[src/design/rst_idle_pkg.sv]
package rst_idle_pkg;
   // register byte addresses (clock mode printed, others chosen)
   localparam logic [15:0] clock_mode_addr      = 16'h8C00;
   localparam logic [15:0] idle_control_addr    = 16'h8C04;
   localparam logic [15:0] idle_status_addr     = 16'h8C08;
   localparam logic [15:0] master_select_addr   = 16'h8C0C;
   localparam logic [15:0] periph_select_addr   = 16'h8C10;
   localparam logic [15:0] pll_control_addr     = 16'h8C14;
   localparam logic [15:0] wakeup_enable_addr   = 16'h8C18;
   localparam logic [15:0] boot_mode_addr       = 16'h8C1C;
   localparam logic [15:0] ext_bus_addr         = 16'h8C20;
   localparam logic [15:0] idle_cmd_addr        = 16'h8C24;
   // idle control field positions
   localparam int cpu_idle_pos      = 0;
   localparam int master_idle_pos   = 1;
   localparam int cache_idle_pos    = 2;
   localparam int periph_idle_pos   = 3;
   localparam int clock_idle_pos    = 4;
   localparam int memif_idle_pos    = 5;
   localparam int iport_idle_pos    = 6;
   localparam int icr_width         = 10;
   // master and peripheral select fields
   localparam int dma_sel_pos       = 0;
   localparam int host_sel_pos      = 1;
   localparam int memif_periph_pos  = 13;
   localparam int periph_sel_width  = 14;
   // pll control and wakeup enable fields
   localparam int pll_enable_pos    = 0;
   localparam int pll_powerdown_pos = 1;
   localparam int pll_reset_pos     = 2;
   localparam int osc_powerdown_pos = 3;
   localparam int wake_width        = 5;
   localparam logic [4:0] wake_reset_val = 5'h1F;
   localparam logic [3:0] pll_reset_val  = 4'h0;
   // reference clock period in ns, then timing in reference clock cycles
   localparam int clk_period_ns     = 10;
   localparam int osc_settle_cycles = 41032;
   localparam int propagate_cycles  = 70;
   localparam int count_width       = 16;
endpackage : rst_idle_pkg

[src/design/reset_and_idle_sequencer.sv]
// Chosen here: the AXI4-Lite slave port.
`timescale 1ns/1ps
module reset_and_idle_sequencer
   import rst_idle_pkg::*;
(
   input  wire logic        core_clk,          // reference clock
   input  wire logic        sys_rst,           // reset pin, active high
   input  wire logic        clock_source_strap,// strap pin
   input  wire logic        parallel_mux_strap,// strap pin
   input  wire logic        serial_mux_strap,  // strap pin
   input  wire logic [2:0]  boot_mode_pins,    // boot mode pins
   input  wire logic [4:0]  wake_events,       // nmi, int0..int3 levels
   input  wire logic        dma_busy,          // dma transfer in progress
   input  wire logic [13:0] periph_busy,       // peripheral activity
   input  wire logic        interrupt_enable,  // external ints enabled by cpu
   input  wire logic [15:0] s_axi_awaddr,      // write address
   input  wire logic        s_axi_awvalid,     // write address valid
   output logic             s_axi_awready,     // write address ready
   input  wire logic [31:0] s_axi_wdata,       // write data
   input  wire logic [3:0]  s_axi_wstrb,       // byte strobes
   input  wire logic        s_axi_wvalid,      // write data valid
   output logic             s_axi_wready,      // write data ready
   output logic [1:0]       s_axi_bresp,       // write response
   output logic             s_axi_bvalid,      // write response valid
   input  wire logic        s_axi_bready,      // write response ready
   input  wire logic [15:0] s_axi_araddr,      // read address
   input  wire logic        s_axi_arvalid,     // read address valid
   output logic             s_axi_arready,     // read address ready
   output logic [31:0]      s_axi_rdata,       // read data
   output logic [1:0]       s_axi_rresp,       // read response
   output logic             s_axi_rvalid,      // read data valid
   input  wire logic        s_axi_rready,      // read data ready
   output logic             clock_source_select,// 1 external pin, 0 oscillator
   output logic             pll_bypass,        // clock generator bypassed
   output logic             core_reset,        // internal reset held
   output logic             run_enable,        // program execution allowed
   output logic             pins_float,        // tri-state the pad group
   output logic             pins_hold,         // freeze pads at last value
   output logic [5:0]       domain_gate,       // clock stopped per domain
   output logic             refresh_enable,    // sdram refresh allowed
   output logic             osc_powered_down,  // oscillator off
   output logic [1:0]       bus_mux_mode       // host, serial port 2 mux bits
);
   // one-hot sequencer states
   typedef enum logic [3:0] {
      st_reset  = 4'b0001,
      st_settle = 4'b0010,
      st_prop   = 4'b0100,
      st_run    = 4'b1000
   } seq_e;

   // sequencer state and its down counter
   seq_e             state_q;
   logic [15:0]      count_q;
   // two-flop synchroniser stages for every pin
   logic             rst_s1_q, rst_s2_q;
   logic [2:0]       strap_s1_q, strap_s2_q;
   logic [2:0]       boot_s1_q, boot_s2_q;
   logic [4:0]       wake_s1_q, wake_s2_q, wake_prev_q;
   logic [13:0]      pbusy_s1_q, pbusy_s2_q;
   logic             dbusy_s1_q, dbusy_s2_q;
   // release edge and wake restart tracking
   logic             rst_prev_q, osc_wake_q;
   // captured straps and boot pins
   logic             clk_sel_q;
   logic [1:0]       mux_q;
   logic [2:0]       boot_q;
   // software visible registers
   logic [icr_width-1:0]        icr_q, idle_status_register_q;
   logic [1:0]                  master_port_idle_select_q;
   logic [periph_sel_width-1:0] peripheral_idle_select_q;
   logic [3:0]                  pll_q;
   logic [wake_width-1:0]       wakeup_enable_register_q;
   // write channel holding stage
   logic             aw_hold_q, w_hold_q;
   logic [15:0]      aw_addr_q;
   logic [31:0]      w_data_q;
   logic [3:0]       w_strb_q;
   // decoded events shared by several processes
   logic             idle_cmd;
   logic [4:0]       wake_rise;
   logic             wake_hit;
   logic             release_edge;      // synced reset just dropped
   logic             write_fire;        // address and data both held
   logic             settle_done;       // settle count reached zero
   logic             prop_done;         // propagation count reached zero
   logic             master_ready;      // master port may stop its clock

   // apply byte strobes to a 16-bit register image
   function automatic logic [15:0] merge16(input logic [15:0] old, input logic [31:0] d, input logic [3:0] s);
      merge16 = {s[1] ? d[15:8] : old[15:8], s[0] ? d[7:0] : old[7:0]};
   endfunction : merge16

   // two-flop synchronisers for all pins
   // of these flops the logic below reads the second stages and prev copies; it also reads sys_rst raw as its reset
   always_ff @(posedge core_clk) begin
      rst_s1_q   <= sys_rst;
      rst_s2_q   <= rst_s1_q;
      strap_s1_q <= {serial_mux_strap, parallel_mux_strap, clock_source_strap};
      strap_s2_q <= strap_s1_q;
      boot_s1_q  <= boot_mode_pins;
      boot_s2_q  <= boot_s1_q;
      wake_s1_q  <= wake_events;
      wake_s2_q  <= wake_s1_q;
      pbusy_s1_q <= periph_busy;
      pbusy_s2_q <= pbusy_s1_q;
      dbusy_s1_q <= dma_busy;
      dbusy_s2_q <= dbusy_s1_q;
      rst_prev_q <= rst_s2_q;
      wake_prev_q <= wake_s2_q;
   end

   // straps caught on the clock after reset release
   always_ff @(posedge core_clk) begin
      if (release_edge) begin
         clk_sel_q <= strap_s2_q[0];
         mux_q     <= {strap_s2_q[1], strap_s2_q[2]};
      end else if (rst_s2_q) begin
         // while reset is held the source follows the strap pin
         clk_sel_q <= strap_s2_q[0];
         mux_q     <= mux_q;
      end else if (write_fire && aw_addr_q == clock_mode_addr && w_strb_q[0]) begin
         clk_sel_q <= w_data_q[0];
      end
   end

   // decoded events shared by several processes
   assign release_edge = rst_prev_q && !rst_s2_q;
   assign write_fire   = aw_hold_q && w_hold_q;
   assign settle_done  = state_q == st_settle && count_q == 16'h0000;
   assign prop_done    = state_q == st_prop && count_q == 16'h0000;
   // host idles at once; a busy dma keeps the master clock until it ends
   assign master_ready = (master_port_idle_select_q[host_sel_pos] || master_port_idle_select_q[dma_sel_pos]) &&
                         !(master_port_idle_select_q[dma_sel_pos] && dbusy_s2_q);

   // wake edges count only while the oscillator is down and the bit is clear
   assign wake_rise = wake_s2_q & ~wake_prev_q & ~wakeup_enable_register_q;
   assign wake_hit  = pll_q[osc_powerdown_pos] && idle_status_register_q[clock_idle_pos] &&
                      (wake_rise[0] || (|wake_rise[4:1] && interrupt_enable));

   // reset and wake sequencer
   always_ff @(posedge core_clk) begin
      if (sys_rst) begin
         state_q    <= st_reset;
         count_q    <= 16'h0000;
         osc_wake_q <= 1'b0;
      end else begin
         unique case (state_q)
            st_reset: if (release_edge) begin
               if (!strap_s2_q[0]) begin
                  state_q <= st_settle;
                  count_q <= 16'(osc_settle_cycles - 1);
               end else begin
                  state_q <= st_prop;
                  count_q <= 16'(propagate_cycles - 1);
               end
            end
            // settle count then propagation, or straight to run after a wake
            st_settle: if (count_q == 16'h0000) begin
               if (osc_wake_q) begin
                  state_q    <= st_run;
                  osc_wake_q <= 1'b0;
               end else begin
                  state_q <= st_prop;
                  count_q <= 16'(propagate_cycles - 1);
               end
            end else begin
               count_q <= count_q - 16'h0001;
            end
            st_prop: if (count_q == 16'h0000) begin
               state_q <= st_run;
            end else begin
               count_q <= count_q - 16'h0001;
            end
            // a wake restarts the oscillator count but skips propagation
            st_run: if (wake_hit) begin
               state_q    <= st_settle;
               count_q    <= 16'(osc_settle_cycles - 1);
               osc_wake_q <= 1'b1;
            end
         endcase
      end
   end

   // boot pins captured when the propagation count expires
   always_ff @(posedge core_clk) begin
      if (sys_rst) begin
         boot_q <= 3'h0;
      end else if (prop_done) begin
         boot_q <= boot_s2_q;
      end
   end

   // write channel: capture address and data in either order
   always_ff @(posedge core_clk) begin
      if (sys_rst) begin
         aw_hold_q    <= 1'b0;
         w_hold_q     <= 1'b0;
         s_axi_bvalid <= 1'b0;
         aw_addr_q    <= 16'h0000;
         w_data_q     <= 32'h0000_0000;
         w_strb_q     <= 4'h0;
      end else begin
         if (s_axi_awvalid && s_axi_awready) begin
            aw_hold_q <= 1'b1;
            aw_addr_q <= s_axi_awaddr;
         end
         if (s_axi_wvalid && s_axi_wready) begin
            w_hold_q <= 1'b1;
            w_data_q <= s_axi_wdata;
            w_strb_q <= s_axi_wstrb;
         end
         // the response rises the cycle after both halves are held
         if (write_fire) begin
            aw_hold_q    <= 1'b0;
            w_hold_q     <= 1'b0;
            s_axi_bvalid <= 1'b1;
         end else if (s_axi_bvalid && s_axi_bready) begin
            s_axi_bvalid <= 1'b0;
         end
      end
   end
   // readies drop while a write is held or answered
   assign s_axi_awready = !aw_hold_q && !s_axi_bvalid;
   assign s_axi_wready  = !w_hold_q && !s_axi_bvalid;
   assign s_axi_bresp   = 2'h0;
   assign idle_cmd      = write_fire && aw_addr_q == idle_cmd_addr;

   // software registers
   always_ff @(posedge core_clk) begin
      if (sys_rst) begin
         icr_q  <= '0;
         master_port_idle_select_q <= 2'h0;
         peripheral_idle_select_q <= '0;
         pll_q  <= pll_reset_val;
         wakeup_enable_register_q <= wake_reset_val;
      end else begin
         if (write_fire) begin
            unique case (aw_addr_q)
               idle_control_addr:  icr_q  <= icr_width'(merge16(16'(icr_q), w_data_q, w_strb_q));
               master_select_addr: master_port_idle_select_q <= 2'(merge16(16'(master_port_idle_select_q), w_data_q, w_strb_q));
               periph_select_addr: peripheral_idle_select_q <= periph_sel_width'(merge16(16'(peripheral_idle_select_q), w_data_q, w_strb_q));
               wakeup_enable_addr: wakeup_enable_register_q <= wake_width'(merge16(16'(wakeup_enable_register_q), w_data_q, w_strb_q));
               pll_control_addr:   pll_q  <= 4'(merge16(16'(pll_q), w_data_q, w_strb_q));
               default: ;
            endcase
         end
         // a wake in the same cycle as a write still clears the power-down bit
         if (wake_hit) begin
            pll_q[osc_powerdown_pos] <= 1'b0;
         end
      end
   end

   // idle status loaded by the idle command, cleared on wake
   always_ff @(posedge core_clk) begin
      if (sys_rst) begin
         idle_status_register_q <= '0;
      end else if (idle_cmd) begin
         idle_status_register_q <= icr_q;
      end else if (wake_hit || (settle_done && osc_wake_q)) begin
         idle_status_register_q <= '0;
      end
   end

   // domain clock gates driven from the status copy
   always_comb begin
      domain_gate[0] = idle_status_register_q[cpu_idle_pos];
      domain_gate[1] = idle_status_register_q[master_idle_pos] && master_ready;
      domain_gate[2] = idle_status_register_q[cache_idle_pos];
      domain_gate[3] = idle_status_register_q[periph_idle_pos] && |(peripheral_idle_select_q & ~pbusy_s2_q);
      domain_gate[4] = idle_status_register_q[clock_idle_pos];
      // memory interface waits for the dma, via cpu group or peripheral select
      domain_gate[5] = !dbusy_s2_q &&
                       ((idle_status_register_q[memif_idle_pos] && idle_status_register_q[cpu_idle_pos]) ||
                        (idle_status_register_q[periph_idle_pos] && peripheral_idle_select_q[memif_periph_pos]));
   end

   // outward controls decoded from state and status
   assign refresh_enable      = !domain_gate[5];
   assign clock_source_select = clk_sel_q;
   assign pll_bypass          = rst_s2_q || state_q != st_run || !pll_q[pll_enable_pos];
   // a wake restart stops execution but does not reset the core
   assign core_reset          = state_q != st_run && !osc_wake_q;
   assign run_enable          = state_q == st_run;
   // pads float through the reset counts and freeze while clock idle is in the status or across a wake
   assign pins_float          = state_q == st_reset || (state_q != st_run && !osc_wake_q);
   assign pins_hold           = idle_status_register_q[clock_idle_pos] || osc_wake_q;
   assign osc_powered_down    = pll_q[osc_powerdown_pos] && idle_status_register_q[clock_idle_pos];
   assign bus_mux_mode        = mux_q;

   // read channel, one cycle to answer
   always_ff @(posedge core_clk) begin
      if (sys_rst) begin
         s_axi_rvalid <= 1'b0;
         s_axi_rdata  <= 32'h0000_0000;
      end else if (s_axi_arvalid && s_axi_arready) begin
         s_axi_rvalid <= 1'b1;
         // narrow registers read back zero-extended
         unique case (s_axi_araddr)
            clock_mode_addr:    s_axi_rdata <= {31'h0, clk_sel_q};
            idle_control_addr:  s_axi_rdata <= 32'(icr_q);
            idle_status_addr:   s_axi_rdata <= 32'(idle_status_register_q);
            master_select_addr: s_axi_rdata <= 32'(master_port_idle_select_q);
            periph_select_addr: s_axi_rdata <= 32'(peripheral_idle_select_q);
            pll_control_addr:   s_axi_rdata <= 32'(pll_q);
            wakeup_enable_addr: s_axi_rdata <= 32'(wakeup_enable_register_q);
            boot_mode_addr:     s_axi_rdata <= 32'(boot_q);
            ext_bus_addr:       s_axi_rdata <= 32'(mux_q);
            default:            s_axi_rdata <= 32'h0000_0000;
         endcase
      end else if (s_axi_rvalid && s_axi_rready) begin
         s_axi_rvalid <= 1'b0;
      end
   end
   // one read in flight: no new address while data waits
   assign s_axi_arready = !s_axi_rvalid;
   assign s_axi_rresp   = 2'h0;
endmodule : reset_and_idle_sequencer

[config.mk]
export PLATFORM = sky130hd
export DESIGN_NAME = reset_and_idle_sequencer
export DESIGN_NICKNAME = d
export VERILOG_FILES = /design/src/design/rst_idle_pkg.sv /design/src/design/reset_and_idle_sequencer.sv
export SDC_FILE = /design/constraint.sdc
export NUM_CORES = 1
export LEC_CHECK = 0
export ABC_AREA = 1
export BUFFER_PORTS_ARGS = -buffer_cell sky130_fd_sc_hd__buf_2
export CAP_MARGIN = 15
export CORE_MARGIN = 1.5
export CORE_UTILIZATION = 54
export DETAILED_ROUTE_END_ITERATION = 8
export PLACE_DENSITY = 0.77
export SYNTH_ARGS = -nofsm -noshare
export SYNTH_HDL_FRONTEND = slang
export SYNTH_SLANG_ARGS = --single-unit
[constraint.sdc]
create_clock -name core_clk -period 1.85 [get_ports core_clk]
set_input_delay 0.185 -clock core_clk [delete_from_list [all_inputs] [get_ports core_clk]]
set_output_delay 0.185 -clock core_clk [all_outputs]
set_load 0.05 [all_outputs]
Word-level counts from Yosys, hierarchy flattened
Index checks and enable logic that the tools add are counted.
Widths: inputs -> output; s select.
{"block": "word_totals", "elab_cells": 162, "out_inout_bits": 57, "regBits": 200}
{"block": "op_classes", "muxes": 27, "eq_ne": 27, "reduce_logical": 64, "bitwise_logic": 6, "add_sub_neg": 1}
{"cell": "$eq 16x16->1 const B", "n": 16}
{"cell": "$pmux 14 s9", "n": 1}
{"cell": "$mux 16", "n": 6}
{"cell": "$pmux 16 s4", "n": 1}
{"cell": "$logic_and 1x1->1", "n": 26}
{"cell": "$reduce_and 3->1", "n": 8}
{"cell": "$mux 10", "n": 2}
{"cell": "$mux 4", "n": 5}
{"cell": "$logic_not 16->1", "n": 1}
{"cell": "$pmux 4 s4", "n": 1}
{"cell": "$sub 16x1->16 const B", "n": 1}
{"cell": "$and 14x14->14", "n": 1}
{"cell": "$not 14->14", "n": 1}
{"cell": "$reduce_or 14->1", "n": 1}
{"cell": "$and 5x5->5", "n": 2}
{"cell": "$logic_not 1->1", "n": 10}
{"cell": "$not 5->5", "n": 2}
{"cell": "$mux 1", "n": 9}
{"cell": "$logic_or 1x1->1", "n": 8}
{"cell": "$reduce_and 4->1", "n": 2}
{"cell": "$reduce_bool 2->1", "n": 4}
{"cell": "$ne 2x2->1 const B", "n": 3}
{"cell": "$eq 4x1->1 const B", "n": 1}
{"cell": "$eq 4x2->1 const B", "n": 1}
{"cell": "10 further kinds", "n": 12}

Depth between registers and ports, before layout
{"block": "logic_depth", "depth_word": 10, "mapped_depth": 12, "mapped_depth_nobuf": 11}

Worst setup path before layout
Ideal clock, no wire load.
{"block": "synth_path", "path_type": "register to register", "start": "reg s_axi_bvalid", "end": "reg aw_addr_q[13]", "path_stages_with_launch": 7, "setup_time_ns": 0.065, "arrival_time_ns": 1.974, "path_slack_ns": -0.189, "path_cell_list": "dfxtp_1 -> nor2_1 -> nand2_1 -> inv_1 -> clkbuf_1 -> nor2_1 -> nor2_1"}
{"block": "synth_between", "elab_chain_len": 3}
{"element": "start, declared", "line_no": "reset_and_idle_sequencer.sv:24", "source": "output logic s_axi_bvalid,"}
{"element": "start signal, assigned", "line_no": "reset_and_idle_sequencer.sv:199", "source": "s_axi_bvalid <= 1'b0;"}
{"element": "start signal, assigned", "line_no": "reset_and_idle_sequencer.sv:217", "source": "s_axi_bvalid <= 1'b1;"}
{"element": "start signal, assigned", "line_no": "reset_and_idle_sequencer.sv:219", "source": "s_axi_bvalid <= 1'b0;"}
{"element": "$logic_not 1->1", "line_no": "reset_and_idle_sequencer.sv:224", "source": "assign s_axi_awready = !aw_hold_q && !s_axi_bvalid;"}
{"element": "$logic_and 1x1->1", "line_no": "reset_and_idle_sequencer.sv:224"}
{"element": "via s_axi_awready", "line_no": "reset_and_idle_sequencer.sv:18", "source": "output logic s_axi_awready,"}
{"element": "$logic_and 1x1->1", "line_no": "reset_and_idle_sequencer.sv:204", "source": "if (s_axi_awvalid && s_axi_awready) begin"}
{"element": "end signal, assigned", "line_no": "reset_and_idle_sequencer.sv:206", "source": "aw_addr_q <= s_axi_awaddr;"}
{"element": "end, declared", "line_no": "reset_and_idle_sequencer.sv:76", "source": "logic [15:0] aw_addr_q;"}
The timed path passes the listed nets, and every way through them passes these cells.
A chain may end at the register's enable or synchronous reset.

Final worst setup path
{"block": "layout_path", "start": "reg peripheral_idle_select_q[0]", "end": "out domain_gate[3]"}
{"block": "layout_between", "elab_chain_len": 3}
{"element": "start, declared", "line_no": "reset_and_idle_sequencer.sv:71", "source": "logic [periph_sel_width-1:0] peripheral_idle_select_q;"}
{"element": "start signal, assigned", "line_no": "reset_and_idle_sequencer.sv:242", "source": "periph_select_addr: peripheral_idle_select_q <= periph_sel_width'(merge16(16'(peripheral_idle_select_q), w_dat ..."}
{"element": "$and 14x14->14", "line_no": "reset_and_idle_sequencer.sv:271", "source": "domain_gate[3] = idle_status_register_q[periph_idle_pos] && |(peripheral_idle_select_q & ~pbusy_s2_q);"}
{"element": "$reduce_or 14->1", "line_no": "reset_and_idle_sequencer.sv:271"}
{"element": "$logic_and 1x1->1", "line_no": "reset_and_idle_sequencer.sv:271"}
{"element": "end, declared", "line_no": "reset_and_idle_sequencer.sv:39", "source": "output logic [5:0] domain_gate,"}
Every way passes these cells.

==> out/results.txt <==
Final Wtd Congestion -> 0.892
Hold Crit Class -> in2reg
Critical path peak fanout -> 2
Placed inst area -> 0.00818 mm²
Number of synthesized flops with an enable pin -> 3
Maximum vdd drop -> 0.00106 V
CP top delay family -> simple AND/OR/NAND/NOR gates
Root Driver -> clkbuf_16
Vias in the first global route -> 5811
Data required, critical path -> 1660 ps
WP buf/inv -> 2
Setup TNS -> -44.0 ps
Drt pass-1 iters -> 5
Top-count cell post-synth -> dfxtp_1
Clock sink count -> 182
Reg area -> 0.00367 mm²
Layout cells sized above 1 -> 24.0%
Final ANT Viol Nets -> 0
Pleak -> 0.00399 µW
Minimum clock period -> 1890 ps
Die X-Extent -> 121 µm
Tot GR Track Use -> 24.5%
WS Path Type -> reg2out
Slowest stage cell, crit path -> nor4_2
Initial antenna violation count -> 0
Comb pwr share -> 13.0%
FMAX -> 528 MHz
Dominant synthesized flop cell -> dfxtp_1
Hold EP -> aw_addr_q[14]
Final hold violations -> 0
Non-filler cells, final -> 1263
Reg power frac -> 44.9%
Max_slew headroom -> 57.1%
DR vias/cell -> 5.14
Routed len/inst -> 13.8 µm
Asr flop ratio synth -> 0%
Multi-input gate area -> 0.00319 mm²
Crit start category -> register
Flop and latch count out of synthesis -> 182
Port bufs -> 116
Largest net degree at the start of global routing -> 49
R2r setup slk -> 140 ps
WL final -> 17400 µm
Worst Skew -> 8.39 ps
Critical path capture point type -> primary output
Area Overhead vs Synth -> 22.1%
Cells after DPL -> 1204
Fin util -> 68.2%
Post-CTS setup buffers -> 0
Drc violations -> 0
Yosys warnings -> 0
H-tree depth -> 4
Final slew viol count -> 0
Final instance area -> 0.00914 mm²
Max_cap viols -> 0
Slowest Stage Delay on Critical Path -> 360 ps
Failing checks -> setup timing
Worst Max-Slew Pin Slew -> 643 ps
NumNets Final -> 1178
Critical R2R Capture -> boot_q[1]
Hold Crit Depth -> 3
PD cells -> 1030 mW/mm²
Die Span Y -> 121 µm
Synth top area share -> 47.9%
Yosys top cell by area -> dfxtp_1
Hold Crit Start -> s_axi_awaddr[14]
# rows -> 42
Worst r2r path cells -> 11
Worst-path cell chain -> inv_1, o22ai_1, nor4_2, a21oi_1, clkbuf_4
Status -> finished, violations left
Number of buffers created by CTS -> 17
R2r startpoint -> count_q[0]
Post-synthesis instance total -> 931
Post-DP HPWL -> 12100 µm
RSZ-0062 raised after global routing -> yes
DR iter-0 viols -> 396
First-pass GRT wire length -> 28000 µm
Internal Power -> 7000 µW
Mapped Avg Cell Area -> 8.04 µm²
Post-Syn Area -> 0.00749 mm²
Clock power share -> 42.0%
# setup viols final -> 1
Synth area leaders -> dfxtp_1 48%, nand2_1 6.5%, nor2_1 6.1%
Die Area -> 0.0146 mm²
Data arrival time of the critical path -> 1710 ps
Part of the Yosys area used for sequential elements -> 49.1%
Antenna diodes -> 0
Tot Pwr -> 9440 µW
PnR worst setup slack -> -44.0 ps
Clock transition at path regs -> 60 ps
Layout fillers -> 1096
Clk buf depth -> 2
Via count -> 6486
Final period util -> 102%
Initial Util -> 55.9%
Sw frac -> 25.9%
Worst-Skew Late Latency -> 430 ps
Synth cell count leaders -> 179 x dfxtp_1, 130 x nand2_1, 122 x nor2_1
Overflow after GRT -> 0
Top Ports -> 159
Distinct cells, synth -> 49
CTS tree -> done
Core area -> 0.0134 mm²
Switch Pwr -> 2440 µW
## cell usage in the layout (no fill, tap or decap), types with 2 or more instances in the layout
cell type,count
a211oi_1,8
a211oi_2,5
a21oi_1,57
a21oi_2,15
buf_12,2
buf_2,115
buf_4,16
bufinv_16,4
clkbuf_16,17
clkbuf_8,5
clkinv_4,3
conb_1,22
dfxtp_1,179
dlygate4sd3_1,28
edfxtp_1,3
inv_1,80
inv_2,15
inv_6,2
nand2_1,130
nand2_2,20
nand2_4,2
nand3_1,61
nand3_2,4
nand4_1,34
nor2_1,119
nor2_2,13
nor2_4,6
nor3_1,7
nor3_4,2
o211ai_1,6
o21ai_0,57
o21ai_1,18
o21ai_4,2
o22ai_1,7
xor2_1,3
## power by group through the flow
stage	sequential, µW	clock, µW	combinational, µW
5_1_grt	4270	4170	1370
3_3_place_gp	4320	0	1150
6_report	4240	3970	1230
3_5_place_dp	4330	0	1160
4_1_cts	4240	4000	1220
2_1_floorplan	4320	0	903
## per-stage QoR
step	hold WS [ps]	setup WS [ps]
finish	6.44	-44.0
global route	23.3	-111
CTS	0.170	4.85
detailed placement	289	159
global placement	287	174
floorplan	213	42.1
## cells by family after synthesis
group	after synthesis	synth area share [%]
and+or+nand+nor	410	26.4
DFF	182	49.1
AOI/OAI and AO/OA	178	14.2
buffers and inverters	156	9.83
xor gates and xnor gates	3	0.351
adders and majority gates	1	0.167
other	1	0.0501
## repair_timing
action                                 CTS  global route
setup endpoints to repair                0             7
hold buffers                            28             0
resized for setup                        0             7
endpoints found under the hold margin   28             0
## final cells by class
| cell class | count | area share, % |
|---|---|---|
| Clock buffer | 22 | 5.41 |
| Clock inverter | 9 | 1.79 |
| Inverter | 97 | 4.01 |
| Multi-Input combinational cell | 614 | 34.9 |
| Sequential cell | 182 | 40.2 |
| Tap cell | 176 | 2.41 |
| Timing Repair Buffer | 163 | 11.3 |
## per-layer routing
layer	vias to the layer above	global-route usage, %	part of all wire, %
met5	-	0	0
met4	0	7.79	1.5
met3	27	6.32	6.5
met2	232	38.7	46
met1	2917	32.8	46
li1	3310	-	-
## worst max-delay path by stage
stage	from	end	slack [ps]	cells after the start
6_report	peripheral_idle_select_q[0]	domain_gate[3]	-40	5
5_1_grt	peripheral_idle_select_q[0]	domain_gate[3]	-110	5
4_1_cts	state_q[1]	pll_bypass	5	5
3_5_place_dp	count_q[0]	count_q[14]	160	12
3_3_place_gp	count_q[1]	count_q[14]	170	12
2_1_floorplan	s_axi_rvalid	s_axi_rdata[5]	40	6
## registers in the layout (all words and copies together), names as in the netlist, 10 cells and up
register	cells
idle_status_register_q	10
pbusy_s1_q	14
peripheral_idle_select_q	14
icr_q	10
pbusy_s2_q	14
s_axi_rdata	14
count_q	16
aw_addr_q	16
w_data_q	14
## worst reg2reg max path, stage by stage (launching register included)
cell,delay [ps]
dfxtp_1,310
inv_1,70
ha_2,200
nand2_2,100
inv_2,80
nand2_1,70
nor2_2,110
nand2_1,60
nor2_1,210
nand2_1,180
nor2_1,120
a211oi_1,50
Power figures use the tool's default switching activity.
